<file path="src/acm_cfg.svh">
/*
 Defines for the channel and calibration mode control block: register
 select codes, field positions, reset values, timing counts.
 Assumes inclusion by bare name from the package and the design file.
*/
`ifndef ACM_CFG_SVH
`define ACM_CFG_SVH

// =====================================================================
// Register select codes
`define ACM_RS_COMM        3'h0
`define ACM_RS_MODE        3'h1
`define ACM_RS_ZERO_CAL    3'h6
`define ACM_RS_FULL_CAL    3'h7

// =====================================================================
// Reset values
`define ACM_CHAN_RESET     3'h4
`define ACM_MODE_RESET     8'h00

// =====================================================================
// Mode field codes
`define ACM_MD_NORMAL      3'h0
`define ACM_MD_SELF_CAL    3'h1
`define ACM_MD_ZERO_SYS    3'h2
`define ACM_MD_FULL_SYS    3'h3

// =====================================================================
// Field positions in the communications register
`define ACM_COMM_READY_BIT 7

// =====================================================================
// Timing
`define ACM_CAL_STEP_CYCLES 16'h0100

`endif

</file>
<file path="src/acm_pkg.sv">
/*
 Types for the channel and calibration mode control block.
 Assumes acm_cfg.svh is on the include path.
*/
`include "acm_cfg.svh"

package acm_pkg;

   // ==================================================================
   // Operating mode register layout
   typedef struct packed {
      logic [2:0] operating_mode_field;
      logic [2:0] gain_select_field;
      logic       burnout_control_bit;
      logic       filter_sync_bit;
   } acm_mode_s;

   typedef enum logic [1:0] {
      ACM_ST_NORMAL,
      ACM_ST_CAL_ZERO,
      ACM_ST_CAL_FULL,
      ACM_ST_CAL_RESULT
   } acm_state_e;

   typedef struct packed {
      logic       fully_diff;
      logic       test_mode;
      logic [2:0] pos_input;
      logic [2:0] neg_input;
      logic [1:0] cal_pair;
   } acm_chan_s;

   typedef struct packed {
      logic        wr_en;
      logic        rd_en;
      logic [2:0]  register_select_field;
      logic [23:0] wr_data;
   } acm_req_s;

   typedef struct packed {
      logic [2:0]  channel_select_field;
      acm_mode_s   mode;
      acm_state_e  state;
      logic [15:0] step_cnt;
      logic        result_available_flag;
      logic [2:0][23:0] zero_coef;
      logic [2:0][23:0] full_coef;
      logic [23:0] rd_data;
   } acm_unused_s;

endpackage : acm_pkg

</file>
<file path="src/acm_ctrl.sv">
/*
 Channel select decode, calibration register pairs and operating mode
 register with self-clearing calibration sequencer.
 Assumes the serial framing logic hands over decoded register accesses
 as one-cycle strobes, and the modulator/filter deliver measurement
 words with a one-cycle valid.
*/
// Summary of operation
// Channel field picks conversion input and calibration pair accessed
// Three calibration pairs, each one zero-scale and one full-scale word
// Codes 100, 101, 110 use pairs 0, 1, 2
// Codes 000-011 pseudo-differential against input six, pairs 0,1,2,2
// Code 111 shorts input six to itself, pair 2
// Reset sets channel field to 100
// Mode register eight bits, read/write at select code 001
// Mode register resets to 0x00
// Mode bits: mode field, gain field, burnout, filter sync
// Mode 000 is continuous normal conversion
// Mode 001 self-calibrates then returns mode field to 000
// Self-cal: shorted inputs for zero, reference over gain for full
// Mode 010 zero-scale system calibration on external input
// Mode 011 full-scale system calibration on external input
// System calibrations clear mode field to 000 on completion
// Ready flag high at calibration start, low after new result
// Communications read MSB equals the ready output
// Calibration results written into the channel's mapped pair
// Host waits for ready low before next calibration or read
`timescale 1ns/100ps
`include "acm_cfg.svh"

module acm_ctrl #(
   parameter int unsigned CAL_STEP_CYCLES = `ACM_CAL_STEP_CYCLES
) (
   input  wire logic             ref_clk,
   input  wire logic             rst,
   input  wire acm_pkg::acm_req_s req,
   output logic [23:0]           rd_data,
   output logic                  result_available_flag,
   output acm_pkg::acm_chan_s    chan,
   output logic [2:0]            gain_select_field,
   output logic                  burnout_control_bit,
   output logic                  filter_sync_bit,
   output logic                  cal_active,
   output logic                  cal_zero_phase,
   output logic                  cal_internal_ref,
   input  wire logic             meas_valid,
   input  wire logic [23:0]      meas_word,
   output logic [23:0]           data_word
);

   // ==================================================================
   // State
   typedef struct packed {
      logic [2:0]          channel_select_field;
      acm_pkg::acm_mode_s  mode;
      acm_pkg::acm_state_e state;
      logic                self_cal;
      logic [15:0]         step_cnt;
      logic                ready_n;
      logic [2:0][23:0]    zero_coef;
      logic [2:0][23:0]    full_coef;
      logic [23:0]         rd_data;
      logic [23:0]         data_word;
   } acm_ctrl_s;

   acm_ctrl_s s_q;
   acm_ctrl_s s_d;
   acm_pkg::acm_chan_s chan_c;
   logic [15:0] step_last;
   logic [1:0]  pair;

   assign step_last = 16'(CAL_STEP_CYCLES - 1);

   // ==================================================================
   // Channel decode
   always_comb begin
      chan_c.fully_diff = s_q.channel_select_field[2];
      chan_c.test_mode  = 1'b0;
      chan_c.neg_input  = 3'h6;
      chan_c.pos_input  = 3'h1;
      chan_c.cal_pair   = 2'h0;
      case (s_q.channel_select_field)
         3'h0: begin
            chan_c.pos_input = 3'h1;
            chan_c.cal_pair  = 2'h0;
         end
         3'h1: begin
            chan_c.pos_input = 3'h2;
            chan_c.cal_pair  = 2'h1;
         end
         3'h2: begin
            chan_c.pos_input = 3'h3;
            chan_c.cal_pair  = 2'h2;
         end
         3'h3: begin
            chan_c.pos_input = 3'h4;
            chan_c.cal_pair  = 2'h2;
         end
         3'h4: begin
            chan_c.pos_input = 3'h1;
            chan_c.neg_input = 3'h2;
            chan_c.cal_pair  = 2'h0;
         end
         3'h5: begin
            chan_c.pos_input = 3'h3;
            chan_c.neg_input = 3'h4;
            chan_c.cal_pair  = 2'h1;
         end
         3'h6: begin
            chan_c.pos_input = 3'h5;
            chan_c.neg_input = 3'h6;
            chan_c.cal_pair  = 2'h2;
         end
         default: begin
            chan_c.fully_diff = 1'b0;
            chan_c.test_mode  = 1'b1;
            chan_c.pos_input  = 3'h6;
            chan_c.neg_input  = 3'h6;
            chan_c.cal_pair   = 2'h2;
         end
      endcase
   end

   assign pair = chan_c.cal_pair;

   // ==================================================================
   // Next state
   always_comb begin
      s_d = s_q;

      // Register reads
      if (req.rd_en) begin
         if (req.register_select_field == `ACM_RS_COMM) begin
            s_d.rd_data = {16'h0000, s_q.ready_n,
                           4'h0, s_q.channel_select_field};
         end else if (req.register_select_field == `ACM_RS_MODE) begin
            s_d.rd_data = {16'h0000, s_q.mode};
         end else if (req.register_select_field == `ACM_RS_ZERO_CAL) begin
            s_d.rd_data = s_q.zero_coef[pair];
         end else if (req.register_select_field == `ACM_RS_FULL_CAL) begin
            s_d.rd_data = s_q.full_coef[pair];
         end else begin
            s_d.rd_data = 24'h000000;
         end
      end

      // Calibration sequencer
      case (s_q.state)
         acm_pkg::ACM_ST_NORMAL: begin
            if (meas_valid) begin
               s_d.data_word = meas_word;
               s_d.ready_n   = 1'b0;
            end
         end
         acm_pkg::ACM_ST_CAL_ZERO: begin
            if (s_q.step_cnt == step_last) begin
               s_d.step_cnt = 16'h0000;
               if (meas_valid) begin
                  s_d.zero_coef[pair] = meas_word;
               end
               if (s_q.self_cal) begin
                  s_d.state = acm_pkg::ACM_ST_CAL_FULL;
               end else begin
                  s_d.state = acm_pkg::ACM_ST_CAL_RESULT;
               end
            end else begin
               s_d.step_cnt = 16'(s_q.step_cnt + 16'h0001);
            end
         end
         acm_pkg::ACM_ST_CAL_FULL: begin
            if (s_q.step_cnt == step_last) begin
               s_d.step_cnt = 16'h0000;
               if (meas_valid) begin
                  s_d.full_coef[pair] = meas_word;
               end
               s_d.state = acm_pkg::ACM_ST_CAL_RESULT;
            end else begin
               s_d.step_cnt = 16'(s_q.step_cnt + 16'h0001);
            end
         end
         default: begin
            if (meas_valid) begin
               s_d.data_word = meas_word;
               s_d.ready_n   = 1'b0;
               s_d.mode.operating_mode_field = `ACM_MD_NORMAL;
               s_d.self_cal  = 1'b0;
               s_d.state = acm_pkg::ACM_ST_NORMAL;
            end
         end
      endcase

      // Register writes
      if (req.wr_en) begin
         if (req.register_select_field == `ACM_RS_COMM) begin
            s_d.channel_select_field = req.wr_data[2:0];
         end else if (req.register_select_field == `ACM_RS_MODE) begin
            s_d.mode = req.wr_data[7:0];
            s_d.step_cnt = 16'h0000;
            s_d.self_cal = 1'b0;
            case (req.wr_data[7:5])
               `ACM_MD_SELF_CAL: begin
                  s_d.self_cal = 1'b1;
                  s_d.state    = acm_pkg::ACM_ST_CAL_ZERO;
                  s_d.ready_n  = 1'b1;
               end
               `ACM_MD_ZERO_SYS: begin
                  s_d.state   = acm_pkg::ACM_ST_CAL_ZERO;
                  s_d.ready_n = 1'b1;
               end
               `ACM_MD_FULL_SYS: begin
                  s_d.state   = acm_pkg::ACM_ST_CAL_FULL;
                  s_d.ready_n = 1'b1;
               end
               default: begin
                  s_d.state = acm_pkg::ACM_ST_NORMAL;
               end
            endcase
         end else if (req.register_select_field == `ACM_RS_ZERO_CAL) begin
            s_d.zero_coef[pair] = req.wr_data;
         end else if (req.register_select_field == `ACM_RS_FULL_CAL) begin
            s_d.full_coef[pair] = req.wr_data;
         end
      end

      if (rst) begin
         s_d = '0;
         s_d.channel_select_field = `ACM_CHAN_RESET;
         s_d.mode  = `ACM_MODE_RESET;
         s_d.state = acm_pkg::ACM_ST_NORMAL;
         s_d.ready_n = 1'b1;
      end
   end

   always_ff @(posedge ref_clk) begin
      s_q <= s_d;
   end

   // ==================================================================
   // Outputs
   assign rd_data               = s_q.rd_data;
   assign data_word             = s_q.data_word;
   assign result_available_flag = s_q.ready_n;
   assign chan                  = chan_c;
   assign gain_select_field     = s_q.mode.gain_select_field;
   assign burnout_control_bit   = s_q.mode.burnout_control_bit;
   assign filter_sync_bit       = s_q.mode.filter_sync_bit;
   assign cal_active     = (s_q.state != acm_pkg::ACM_ST_NORMAL);
   assign cal_zero_phase = (s_q.state == acm_pkg::ACM_ST_CAL_ZERO);
   assign cal_internal_ref = s_q.self_cal;

endmodule : acm_ctrl

</file>
<file path="config.mk">
export PLATFORM = sky130hd
export DESIGN_NAME = acm_ctrl
export DESIGN_NICKNAME = d
export VERILOG_FILES = /design/src/acm_pkg.sv /design/src/acm_ctrl.sv
export VERILOG_INCLUDE_DIRS = /design/src /design/src/src
export SDC_FILE = /design/constraint.sdc
export NUM_CORES = 1
export LEC_CHECK = 0
export BUFFER_PORTS_ARGS = -buffer_cell sky130_fd_sc_hd__buf_2
export CAP_MARGIN = 0
export CORE_MARGIN = 2
export CORE_UTILIZATION = 45
export CTS_CLUSTER_DIAMETER = 150
export CTS_CLUSTER_SIZE = 10
export DETAILED_ROUTE_END_ITERATION = 10
export PLACE_DENSITY = 0.76
export SLEW_MARGIN = 5
export SYNTH_ARGS = -nofsm -noshare
export SYNTH_HDL_FRONTEND = slang
export SYNTH_SLANG_ARGS = --single-unit
</file>
<file path="constraint.sdc">
create_clock -name ref_clk -period 5.3 [get_ports ref_clk]
set_input_delay 1.06 -clock ref_clk [delete_from_list [all_inputs] [get_ports ref_clk]]
set_output_delay 1.06 -clock ref_clk [all_outputs]
set_load 0.01 [all_outputs]
</file>
# Word-level counts from Yosys, hierarchy flattened
# Cells that the tools add are included.
# W data, S select, Z words.
# word_totals
input_bits	56
wordCells	99
reg_bits	223
# classes
n_eq_ne	15
n_mux	46
reduce_logical	16
n_lt_le_gt_ge	2
bitwise	2
add_sub_neg	1
# ops
op	count
$mux W72	9
$mux W172	2
$bwmux W72	4
$mux W24	7
$mux W144	1
$bmux W24 S2	2
$demux W24 S2	1
$mux W16	2
$mux W28	1
$add A16 B1 Y16 const B	1
$eq A16 B8 Y1 const B	1
$eq A3 B3 Y1 const B	5
$pmux W3 S5	1
$eq A3 B2 Y1 const B	4
$reduce_or A2 Y1	5
$eq A3 B1 Y1 const B	3
$mux W3	3
$pmux W2 S2	2
$reduce_or A7 Y1	1
$logic_not A3 Y1	2
$mux W1	6
$mux W2	3
$pmux W2 S3	1
$pmux W3 S2	1
11 further kinds	14

# Depth between registers and ports, before layout
# Gate-level depths: netlist of the first run.
# depth
ltp_word	17
depth_mapped	8
depth_no_buf	6

# Least setup slack after synthesis of the first run
# OpenSTA, ideal clock, no wires.
# synth_path
path_type	input-to-reg
startpoint	input req[24] in the netlist's numbering
endpoint	register s_q, in the netlist rd_data[13]
setup_time_ns	0.117
stages	4
slack_ns	2.607
required_time_ns	5.183
t_arrival_ns	2.576
path_buffers	2
path_cell_list	clkbuf_1 > clkbuf_1 > mux4_2 > a22o_1
# synth_via
elab_chain_len	5
# synth_lines
item	line	rtl
start: declaration	acm_ctrl.sv:36	input wire acm_pkg::acm_req_s req,
$eq A3 B3 Y1 (no source line)	--	
$mux W24	acm_ctrl.sv:140	end else if (req.register_select_field == `ACM_RS_FULL_CAL) begin
$mux W24	acm_ctrl.sv:138	end else if (req.register_select_field == `ACM_RS_ZERO_CAL) begin
$mux W24	acm_ctrl.sv:136	end else if (req.register_select_field == `ACM_RS_MODE) begin
$mux W24 (*)	acm_ctrl.sv:133	if (req.register_select_field == `ACM_RS_COMM) begin
end signal: assignment	acm_ctrl.sv:235	s_q <= s_d;
end: declaration	acm_ctrl.sv:66	acm_ctrl_s s_q;
# Every way passes the cells marked *; elsewhere a longest branch is shown, timed or not.
# A chain may end at the register's enable or synchronous reset.

==> summary.txt, run 1 <==
GRT
  – Met1 usage: 35.11%
  – Number of global-route vias before repair: 10440
  – Total track usage: 26.12%
  – Global-route wire length before repair: 56590 um
  – Largest net degree at the start of global routing: 123
  – Gr busiest metal: met2
  – Initial antenna violation count: 0
  – GR Util met2: 41.42%
  – Total grt overflow: 0
  – Met3 usage: 5.101%

Power
  – Total Power: 0.003623 W
  – Power Dens Cells: 292.8 nW/um^2
  – Switching part of the total: 25.23%
  – Pint: 0.002709 W
  – Switch Pwr: 0.0009143 W
  – Max IR drop VDD: 267.5 uV
  – Sequential power share: 47.8%
  – Clock power frac: 43.2%
  – Pleak: 4.331 nW
  – Comb pwr share: 9.0%

Synth
  – Largest cells by area after synthesis: dfxtp_1 (39%), a221oi_1 (9.2%), o21ai_0 (5.0%)
  – Synth Instances: 1276
  – Avg Inst Size Synth: 8.999 sq um
  – Async set-reset flop share out of synthesis: 0%
  – #FFs+latches synth: 223
  – Sequential area share after synthesis: 38.88%
  – Synth cell types: 54
  – Mapped Area: 11480 sq um
  – Synth top area share: 38.88%
  – Synth warn: 0
  – Syn_nets: 1338
  – Post-synth EDFFs: 0
  – Primary FF master, synth: dfxtp_1
  – Cell taking the most area after synthesis: dfxtp_1

STA
  – Final Skew: 0.01487 ns
  – Max_slew headroom: 18.13%
  – Final Max Slew Viols: 0
  – Worst setup margin: 1.607 ns
  – Final Setup Violations: 0
  – Final TNS setup: 0 ns
  – Final worst hold slack: 0.4505 ns
  – Final min period: 3.693 ns
  – Final Hold Viols: 0
  – Period utilization: 69.67%
  – FMAX: 270.8 MHz
  – Least-Margin Pin Slew: 1.225 ns
  – RSZ-0062 raised after global routing: false

Setup path
  – Max incr delay on CP: 0.91 ns
  – CP endpoint kind: primary output
  – Critical Path Slowest Stage Cell: clkinv_1
  – Arrival @ worst endpoint: 2.63 ns
  – Worst Path Max Fanout: 27
  – Worst Path Class, Setup: flop to primary output
  – Critical Path RT: 4.24 ns
  – Critical path, cell by cell: nand2b_1 -> clkinv_1 -> buf_2
  – Crit start category: flop

Clock tree
  – Root Driver: clkbuf_16
  – CTS resizes: 0
  – Cts bufs inserted: 26
  – # Post-CTS Setup Buffers: 0
  – Clock latency on the worst-skew pair: 0.53 ns
  – Clk buf depth: 3
  – Clock Sinks: 223
  – CTS clk-pin slew, worst paths: 0.06 ns
  – Hold Buf Count CTS: 0
  – H-tree levels: 1
  – CTS tree: yes

Place
  – Port Buffers: 121
  – Gpl congestion: 0.8530
  – DP Worst Slack: 1.724 ns
  – HPWL after DPL: 20860 um
  – Placed Area: 11690 sq um

Detailed routing
  – Vias post-DR: 10620
  – Iteration-0 DRC Markers: 1396
  – First-pass DRT Iterations: 5
  – Routed Antenna Nets: 0
  – Wire per inst: 22.84 um
  – WL final: 35950 um
  – Drc violations: 0
  – DR vias/cell: 6.747

Finish
  – Final instance area: 12370 sq um
  – Most common cell after layout, fill and taps aside: dfxtp_1
  – Register Area: 4467 sq um
  – Fillers: 2379
  – N_diodes: 0
  – Multi-input gate area: 5927 sq um
  – Nets@finish: 1306
  – Commonest cells after routing, fill and taps aside: dfxtp_1 (221), a221oi_1 (120), buf_2 (120), o21ai_0 (114), nand2_1 (84)
  – Fraction of layout cells with a size suffix above 1: 22.19%
  – Post-synthesis to final-layout area growth: 7.770%

Floorplan
  – Die Width: 163.7 um
  – Starting density of the core: 45.73%
  – Core ar.: 25110 sq um
  – Ports: 123
  – Die ar.: 26810 sq um
  – Num rows: 58
  – Die height: 163.7 um

Hold path
  – HP Class: flop to flop

Outcome
  – Status: finished clean

Flow run
  – Max-cap violations: 0
[cells by family after synthesis]
group,after synthesis,share of synthesized area (%)
XOR/XNOR,15,1.144
other,1,0.03266
flip-flops,223,38.88
adder cells (fa/ha/maj),6,0.6538
multiplexers,74,9.132
AO/OA/AOI/OAI,509,31.01
AND/OR/NAND/NOR,215,9.033
buffers and inverters,233,10.11
[path summary, 6_finish.rpt]
check,slack (ns),end,startpoint,cells past startpoint
worst max register to register,1.80,s_q[150],s_q[221],5
worst max-delay path,1.61,chan[0],s_q[221],3
worst min-delay path,0.45,data_word[9],data_word[9],2
worst min register to register,0.45,data_word[9],data_word[9],2
[synth_stat cells, drive strengths merged (2+ instances only)]
cell type	instances
dfxtp	223
o21ai	133
a221oi	120
clkbuf	114
buf	84
nand2	84
a31oi	76
a21oi	66
a41oi	49
mux2	46
nor2	42
inv	34
and2	26
o221a	23
mux4	20
a22o	16
xnor2	12
a211oi	10
nand3	9
nand4	9
nor4	9
mux2i	8
nor3	8
ha	6
nand2b	6
nor2b	5
o21a	4
or4	4
o211ai	3
or2	3
or3	3
xor2	3
a211o	2
nand3b	2
[metal layers]
layer	part of all wire [%]	up-vias	routed length, um
li1	-	4772	-
met1	42	5152	15110
met2	46	607	16420
met3	9.2	89	3317
met4	3.1	0	1112
met5	0	-	0
[layout make-up]
| cell class | count | share of cell area, % |
|---|---|---|
| clock buffers | 27 | 5.460 |
| well taps | 330 | 3.337 |
| repair buffers | 138 | 6.077 |
| flip-flops and latches | 223 | 36.10 |
| clock inverters | 1 | 0.07078 |
| inverters | 35 | 1.062 |
| multi-input cells | 820 | 47.90 |
[worst max-delay path: cells and delay by family (launching register included)]
kind          cells  cell delay [ns]
buf+inv           2             1.37
flops             1             0.43
simple gates      1             0.29
[per-stage QoR]
stage | utilization [%] | std cells
final | 49.28 | 1574
after global routing | 49.28 | 1574
after CTS | 49.28 | 1574
after detailed placement | 46.56 | 1546
after global placement | 46.56 | 1546
after floorplan | - | 1276
[power by group through the flow]
| stage | sequential (W) | clock (W) | combinational (W) |
|---|---|---|---|
| after global routing | 0.00174 | 0.00165 | 0.000350 |
| after detailed placement | 0.00177 | 0 | 0.000319 |
| final | 0.00173 | 0.00156 | 0.000326 |
| after CTS | 0.00173 | 0.00158 | 0.000320 |
| after global placement | 0.00177 | 0 | 0.000314 |
| after floorplan | 0.00176 | 0 | 0.000219 |
[registers in the layout, summed over array words and instances, names as in the netlist]
signal / count
data_word: 24
burnout_control_bit: 1
cal_internal_ref: 1
s_q: 168
gain_select_field: 3
result_available_flag: 1
filter_sync_bit: 1
rd_data: 24
Note: power is estimated with default switching activity, not from simulation.
==> run 2: changes to the inputs <==
==> constraint.sdc (replaced) <==
create_clock -name ref_clk -period 3.6 [get_ports ref_clk]
set_input_delay 0.72 -clock ref_clk [delete_from_list [all_inputs] [get_ports ref_clk]]
set_output_delay 0.72 -clock ref_clk [all_outputs]
set_load 0.01 [all_outputs]
==> run 2 against run 1 <==
Worst setup slack got worse by 1.0 ns. Via count up 0.36%. Clock-buffer cell count fell by 1. Critical path depth is 1 higher.
==> summary.txt, run 2 (synthesis gave the netlist of run 1 again) <==
Detailed routing
  – First-pass DRT Iterations: 6 (+1)
  – Routed Antenna Nets: 0 (unchanged)
  – Wire per inst: 22.51 um (-1.4%)
  – Iteration-0 DRC Markers: 1140 (-18%)
  – DR vias/cell: 6.712 (-0.53%)
  – Drc violations: 0 (unchanged)
  – WL final: 35750 um (-0.57%)
  – Vias post-DR: 10660 (+0.36%)

STA
  – FMAX: 329.6 MHz
  – Final Setup Violations: 0 (unchanged)
  – RSZ-0062 raised after global routing: false
  – Final Max Slew Viols: 0 (unchanged)
  – Final TNS setup: 0 ns (unchanged)
  – Final Skew: 0.02092 ns (+0.006048 ns)
  – Final min period: 3.034 ns
  – Final Hold Viols: 0 (unchanged)
  – Final worst hold slack: 0.4352 ns (-0.01535 ns)
  – Max_slew headroom: 19.78% (+1.6 points)
  – Least-Margin Pin Slew: 1.203 ns (-0.02183 ns)
  – Period utilization: 84.27%

Clock tree
  – CTS resizes: 0 (unchanged)
  – Clk buf depth: 3 (unchanged)
  – H-tree levels: 1 (unchanged)
  – Clock latency on the worst-skew pair: 0.54 ns (about the same)
  – Cts bufs inserted: 26 (unchanged)
  – Hold Buf Count CTS: 0 (unchanged)
  – Root Driver: clkbuf_16
  – Clock Sinks: 223 (unchanged)
  – # Post-CTS Setup Buffers: 0 (unchanged)
  – CTS clk-pin slew, worst paths: 0.06 ns (about the same)
  – CTS tree: yes

Setup path
  – Crit start category: flop
  – Worst Path Max Fanout: 23 (-15%)
  – FF-to-FF setup slack: 0.74 ns (-1.06 ns)
  – Arrival @ worst endpoint: 2.31 ns (-0.32 ns)
  – Worst Path Class, Setup: flop to primary output
  – Crit Reg-Reg Startpoint: s_q[221]
  – Worst Setup SP: s_q[221]
  – Critical Path Slowest Stage Cell: clkinv_1
  – Reg2reg path depth: 5 (unchanged)
  – Critical Path RT: 2.88 ns (-1.36 ns)
  – Critical path, cell by cell: nand2b_1 -> clkinv_1 -> nand2_1 -> buf_2
  – Max incr delay on CP: 0.71 ns (-0.20 ns)
  – CP endpoint kind: primary output
  – R2r endpoint: s_q[159]

Hold path
  – Hold EP: gain_select_field[0]
  – Hold Startpoint: req[2]
  – WHS Path Cells: 3 (+1)
  – HP Class: input pin to flop

Finish
  – Fin cells: 1588 (+0.89%)
  – Post-synthesis to final-layout area growth: 8.826%
  – Fillers: 2383 (+0.17%)
  – Max FFs per register: 168 (unchanged)
  – Most common cell after layout, fill and taps aside: dfxtp_1
  – N_diodes: 0 (unchanged)
  – Nets@finish: 1320 (+1.1%)
  – Commonest cells after routing, fill and taps aside: dfxtp_1 (221), a221oi_1 (120), buf_2 (120), o21ai_0 (114), nand2_1 (84)
  – Fraction of layout cells with a size suffix above 1: 23.05% (+0.87 points)
  – Reg with most FFs: s_q
  – Layout Utilization: 49.77% (+0.48 points)

GRT
  – Total grt overflow: 0 (unchanged)
  – Total track usage: 26.02% (-0.096 points)
  – Largest net degree at the start of global routing: 123 (unchanged)
  – Initial antenna violation count: 0 (unchanged)
  – Global-route wire length before repair: 56150 um (-0.78%)
  – Number of global-route vias before repair: 10390 (-0.49%)

Floorplan
  – Ports: 123 (unchanged)
  – Starting density of the core: 45.73% (unchanged)
  – Num rows: 58 (unchanged)
  – Die height: 163.7 um (unchanged)
  – Core ar.: 25110 sq um (unchanged)
  – Die Width: 163.7 um (unchanged)
  – Die ar.: 26810 sq um (unchanged)

Power
  – Max IR drop VDD: 348.0 uV (+30%)
  – Pleak: 4.401 nW (+1.6%)
  – Power Dens Cells: 424.9 nW/um^2 (+45%)
  – Total Power: 0.005309 W (+47%)

Place
  – Gpl congestion: 0.8447 (-0.97%)
  – Placed Cells: 1560 (+0.91%)
  – HPWL after DPL: 21890 um (+4.9%)
  – Port Buffers: 121 (unchanged)

Flow run
  – Max-cap violations: 0 (unchanged)

Outcome
  – Status: finished clean
## run 2: cell count changes in the layout (fill, tap and decap cells not counted), sizes merged
cell	previous run	this run
clkbuf	27	26
clkinv	1	2
buf	138	152
## run 2: worst max path at each step
stage,to
final,chan[3]
after global routing,chan[3]
after CTS,chan[3]
after detailed placement,s_q[129]
after global placement,s_q[129]
after floorplan,rd_data[13]
## run 2: worst max-delay path: cells and delay by family (launching register included)
family | cells | cell delay [ns]
buffers and inverters | 2 | 0.88
flip-flops | 1 | 0.32
AND/OR/NAND/NOR | 2 | 0.59
## run 2: cell type report
class | instances | area [sq um] | share of cell area (%)
Multi-Input combinational cell | 820 | 5927 | 47.43
Sequential cell | 223 | 4467 | 35.75
Timing Repair Buffer | 152 | 882.1 | 7.059
Clock buffer | 26 | 650.6 | 5.207
Tap cell | 330 | 412.9 | 3.304
Inverter | 35 | 131.4 | 1.051
Clock inverter | 2 | 25.02 | 0.2003
## run 2: report_power, final
| group | leakage (nW) | switching, W | internal (W) |
|---|---|---|---|
| Combinational | 2.26 | 0.000321 | 0.000161 |
| Clock | 0.332 | 0.00100 | 0.00127 |
| Sequential | 1.81 | 0.0000295 | 0.00252 |
## run 2: metal layers
| metal | up-vias | track usage [%] | routed length [um] |
|---|---|---|---|
| li1 | 4803 | - | - |
| met1 | 5180 | 34.06 | 14520 |
| met2 | 577 | 41.25 | 16050 |
| met3 | 98 | 6.490 | 3868 |
| met4 | 0 | 10.29 | 1308 |
| met5 | - | 0 | 0 |
## run 2: stage by stage
step / setup WS, ns / area, sq um
global placement: 0.8493 / 11820
floorplan: 1.247 / 11480
global route: 0.5154 / 12500
CTS: 0.5863 / 12500
detailed placement: 0.7761 / 11820
finish: 0.5663 / 12500
==> run 3: changes to the inputs <==
--- a/config.mk
+++ b/config.mk
@@ -13,7 +13,7 @@
 export CTS_CLUSTER_DIAMETER = 150
 export CTS_CLUSTER_SIZE = 10
 export DETAILED_ROUTE_END_ITERATION = 10
-export PLACE_DENSITY = 0.76
+export PLACE_DENSITY = 0.78
 export SLEW_MARGIN = 5
 export SYNTH_ARGS = -nofsm -noshare
 export SYNTH_HDL_FRONTEND = slang
==> constraint.sdc (replaced) <==
create_clock -name ref_clk -period 2.6 [get_ports ref_clk]
set_input_delay 0.52 -clock ref_clk [delete_from_list [all_inputs] [get_ports ref_clk]]
set_output_delay 0.52 -clock ref_clk [all_outputs]
set_load 0.01 [all_outputs]
==> run 3 against run 2 <==
Clock skew is 0.0074 ns lower. Non-clock buffer count is 30 higher. Via count is 1.1% higher. Global-route usage is 0.17 points lower. Hold slack worse by 0.20 ns. Largest power group unchanged.
==> summary.txt, run 3 (synthesis gave the netlist of run 1 again) <==
Clock tree
  – CTS clk-pin slew, worst paths: 0.06 ns (about the same)
  – Hold Buf Count CTS: 0 (unchanged)
  – Root Driver: clkbuf_16
  – CTS tree: yes
  – Clk buf depth: 3 (unchanged)
  – Cts bufs inserted: 26 (unchanged)
  – H-tree levels: 1 (unchanged)
  – Clock latency on the worst-skew pair: 0.54 ns (about the same)
  – # Post-CTS Setup Buffers: 0 (unchanged)
  – CTS resizes: 1 (+1)
  – Clock Sinks: 223 (unchanged)

STA
  – FMAX: 400.3 MHz
  – RSZ-0062 raised after global routing: false
  – Final min period: 2.498 ns
  – Final TNS setup: 0 ns (unchanged)
  – Least-Margin Pin Slew: 0.5911 ns (-0.6121 ns)
  – Max_slew headroom: 60.37% (+41 points)
  – Period utilization: 96.08%
  – Final Hold Viols: 0 (unchanged)
  – Final Max Slew Viols: 0 (unchanged)
  – Final Setup Violations: 0 (unchanged)
  – Final Skew: 0.01352 ns (-0.007403 ns)

Floorplan
  – Die ar.: 26810 sq um (unchanged)
  – Starting density of the core: 45.73% (unchanged)
  – Ports: 123 (unchanged)
  – Core ar.: 25110 sq um (unchanged)
  – Die height: 163.7 um (unchanged)
  – Die Width: 163.7 um (unchanged)
  – Num rows: 58 (unchanged)

Finish
  – Post-synthesis to final-layout area growth: 12.07%
  – Commonest cells after routing, fill and taps aside: dfxtp_1 (221), a221oi_1 (120), buf_2 (120), o21ai_0 (114), nand2_1 (84)
  – Most common cell after layout, fill and taps aside: dfxtp_1
  – Max FFs per register: 168 (unchanged)
  – Nets@finish: 1350 (+2.3%)
  – N_diodes: 0 (unchanged)
  – Reg with most FFs: s_q
  – Final instance area: 12870 sq um (+3.0%)
  – Fraction of layout cells with a size suffix above 1: 24.84% (+1.8 points)

Setup path
  – Crit start category: flop
  – Max incr delay on CP: 0.78 ns (+0.07 ns)
  – Worst Path Class, Setup: flop to flop
  – Critical path, cell by cell: or4_4 -> or4_2 -> buf_12 -> o21ai_0 -> a221oi_1
  – Arrival @ worst endpoint: 2.90 ns (+0.59 ns)
  – CP endpoint kind: flop
  – Worst Path Max Fanout: 57 (+150%)
  – Critical Path RT: 3.00 ns (+0.12 ns)
  – Critical Path Slowest Stage Cell: or4_2

Place
  – HPWL after DPL: 22680 um (+3.6%)
  – Port Buffers: 121 (unchanged)
  – Gpl congestion: 0.8611 (+1.9%)
  – Placed Area: 12190 sq um (+3.1%)

GRT
  – Total track usage: 25.85% (-0.17 points)
  – Largest net degree at the start of global routing: 71 (-42%)
  – Number of global-route vias before repair: 10400 (+0.11%)
  – Total grt overflow: 0 (unchanged)
  – Global-route wire length before repair: 56270 um (+0.22%)
  – Initial antenna violation count: 0 (unchanged)

Detailed routing
  – First-pass DRT Iterations: 7 (+1)
  – Iteration-0 DRC Markers: 1234 (+8.2%)
  – Wire per inst: 21.88 um (-2.8%)
  – DR vias/cell: 6.658 (-0.80%)
  – Vias post-DR: 10770 (+1.1%)
  – WL final: 35410 um (-0.95%)
  – Routed Antenna Nets: 0 (unchanged)
  – Drc violations: 0 (unchanged)

Hold path
  – HP Class: input pin to flop

Power
  – Pleak: 4.595 nW (+4.4%)
  – Max IR drop VDD: 527.3 uV (+52%)
  – Power Dens Cells: 572.6 nW/um^2 (+35%)

Outcome
  – Status: finished clean

Flow run
  – Max-cap violations: 0 (unchanged)
-- run 3: changes by cell type in the layout (fill, tap and decap cells not counted), sizes merged --
cell,delta
buf,+30
-- run 3: metrics by stage --
step	std cells	util (%)	hold WS, ns	total power [W]	worst slack [ns]
2_1_floorplan	1276	-	0.4367	0.004040	0.4382
3_3_place_gp	1590	48.55	0.4398	0.004269	0.1834
3_5_place_dp	1590	48.55	0.4439	0.004281	0.1601
4_1_cts	1618	51.25	0.2219	0.007394	0.1067
5_1_grt	1618	51.25	0.2399	0.007568	0.04211
6_report	1618	51.25	0.2377	0.007368	0.1018
-- run 3: worst paths after layout --
| kind | startpoint | to | slack (ns) | depth (start not counted) |
|---|---|---|---|---|
| worst max-delay path | s_q[205] | s_q[171] | 0.10 | 5 |
| worst min-delay path | req[2] | gain_select_field[0] | 0.24 | 3 |
| worst max register to register | s_q[205] | s_q[171] | 0.10 | 5 |
| worst min register to register | data_word[5] | data_word[5] | 0.45 | 2 |
-- run 3: worst max-delay path, delay by kind of cell (launching register included) --
| family | cells | cell delay, ns |
|---|---|---|
| simple gates | 2 | 1.35 |
| compound gates | 2 | 0.42 |
| flops | 1 | 0.34 |
| buf+inv | 1 | 0.23 |
-- run 3: where the power goes --
part,internal (W),switching (W)
combinational,0.000242,0.000446
clock,0.00176,0.00138
sequential,0.00349,0.0000442
total,0.00549,0.00187
-- run 3: layout make-up --
cell class | count | area (sq um)
fillers | 2291 | 12240
multi-input cells | 820 | 5922
flip-flops and latches | 223 | 4469
repair buffers | 182 | 1257
clock buffers | 26 | 650.6
well taps | 330 | 412.9
inverters | 35 | 131.4
clock inverters | 2 | 25.02
-- run 3: layer usage --
metal	global-route usage, %	vias to the layer above	part of all wire (%)
met5	0	-	0
met1	35.56	5188	42
met4	10.69	0	3.7
met2	40.41	610	45
met3	4.192	101	9.6
li1	-	4873	-
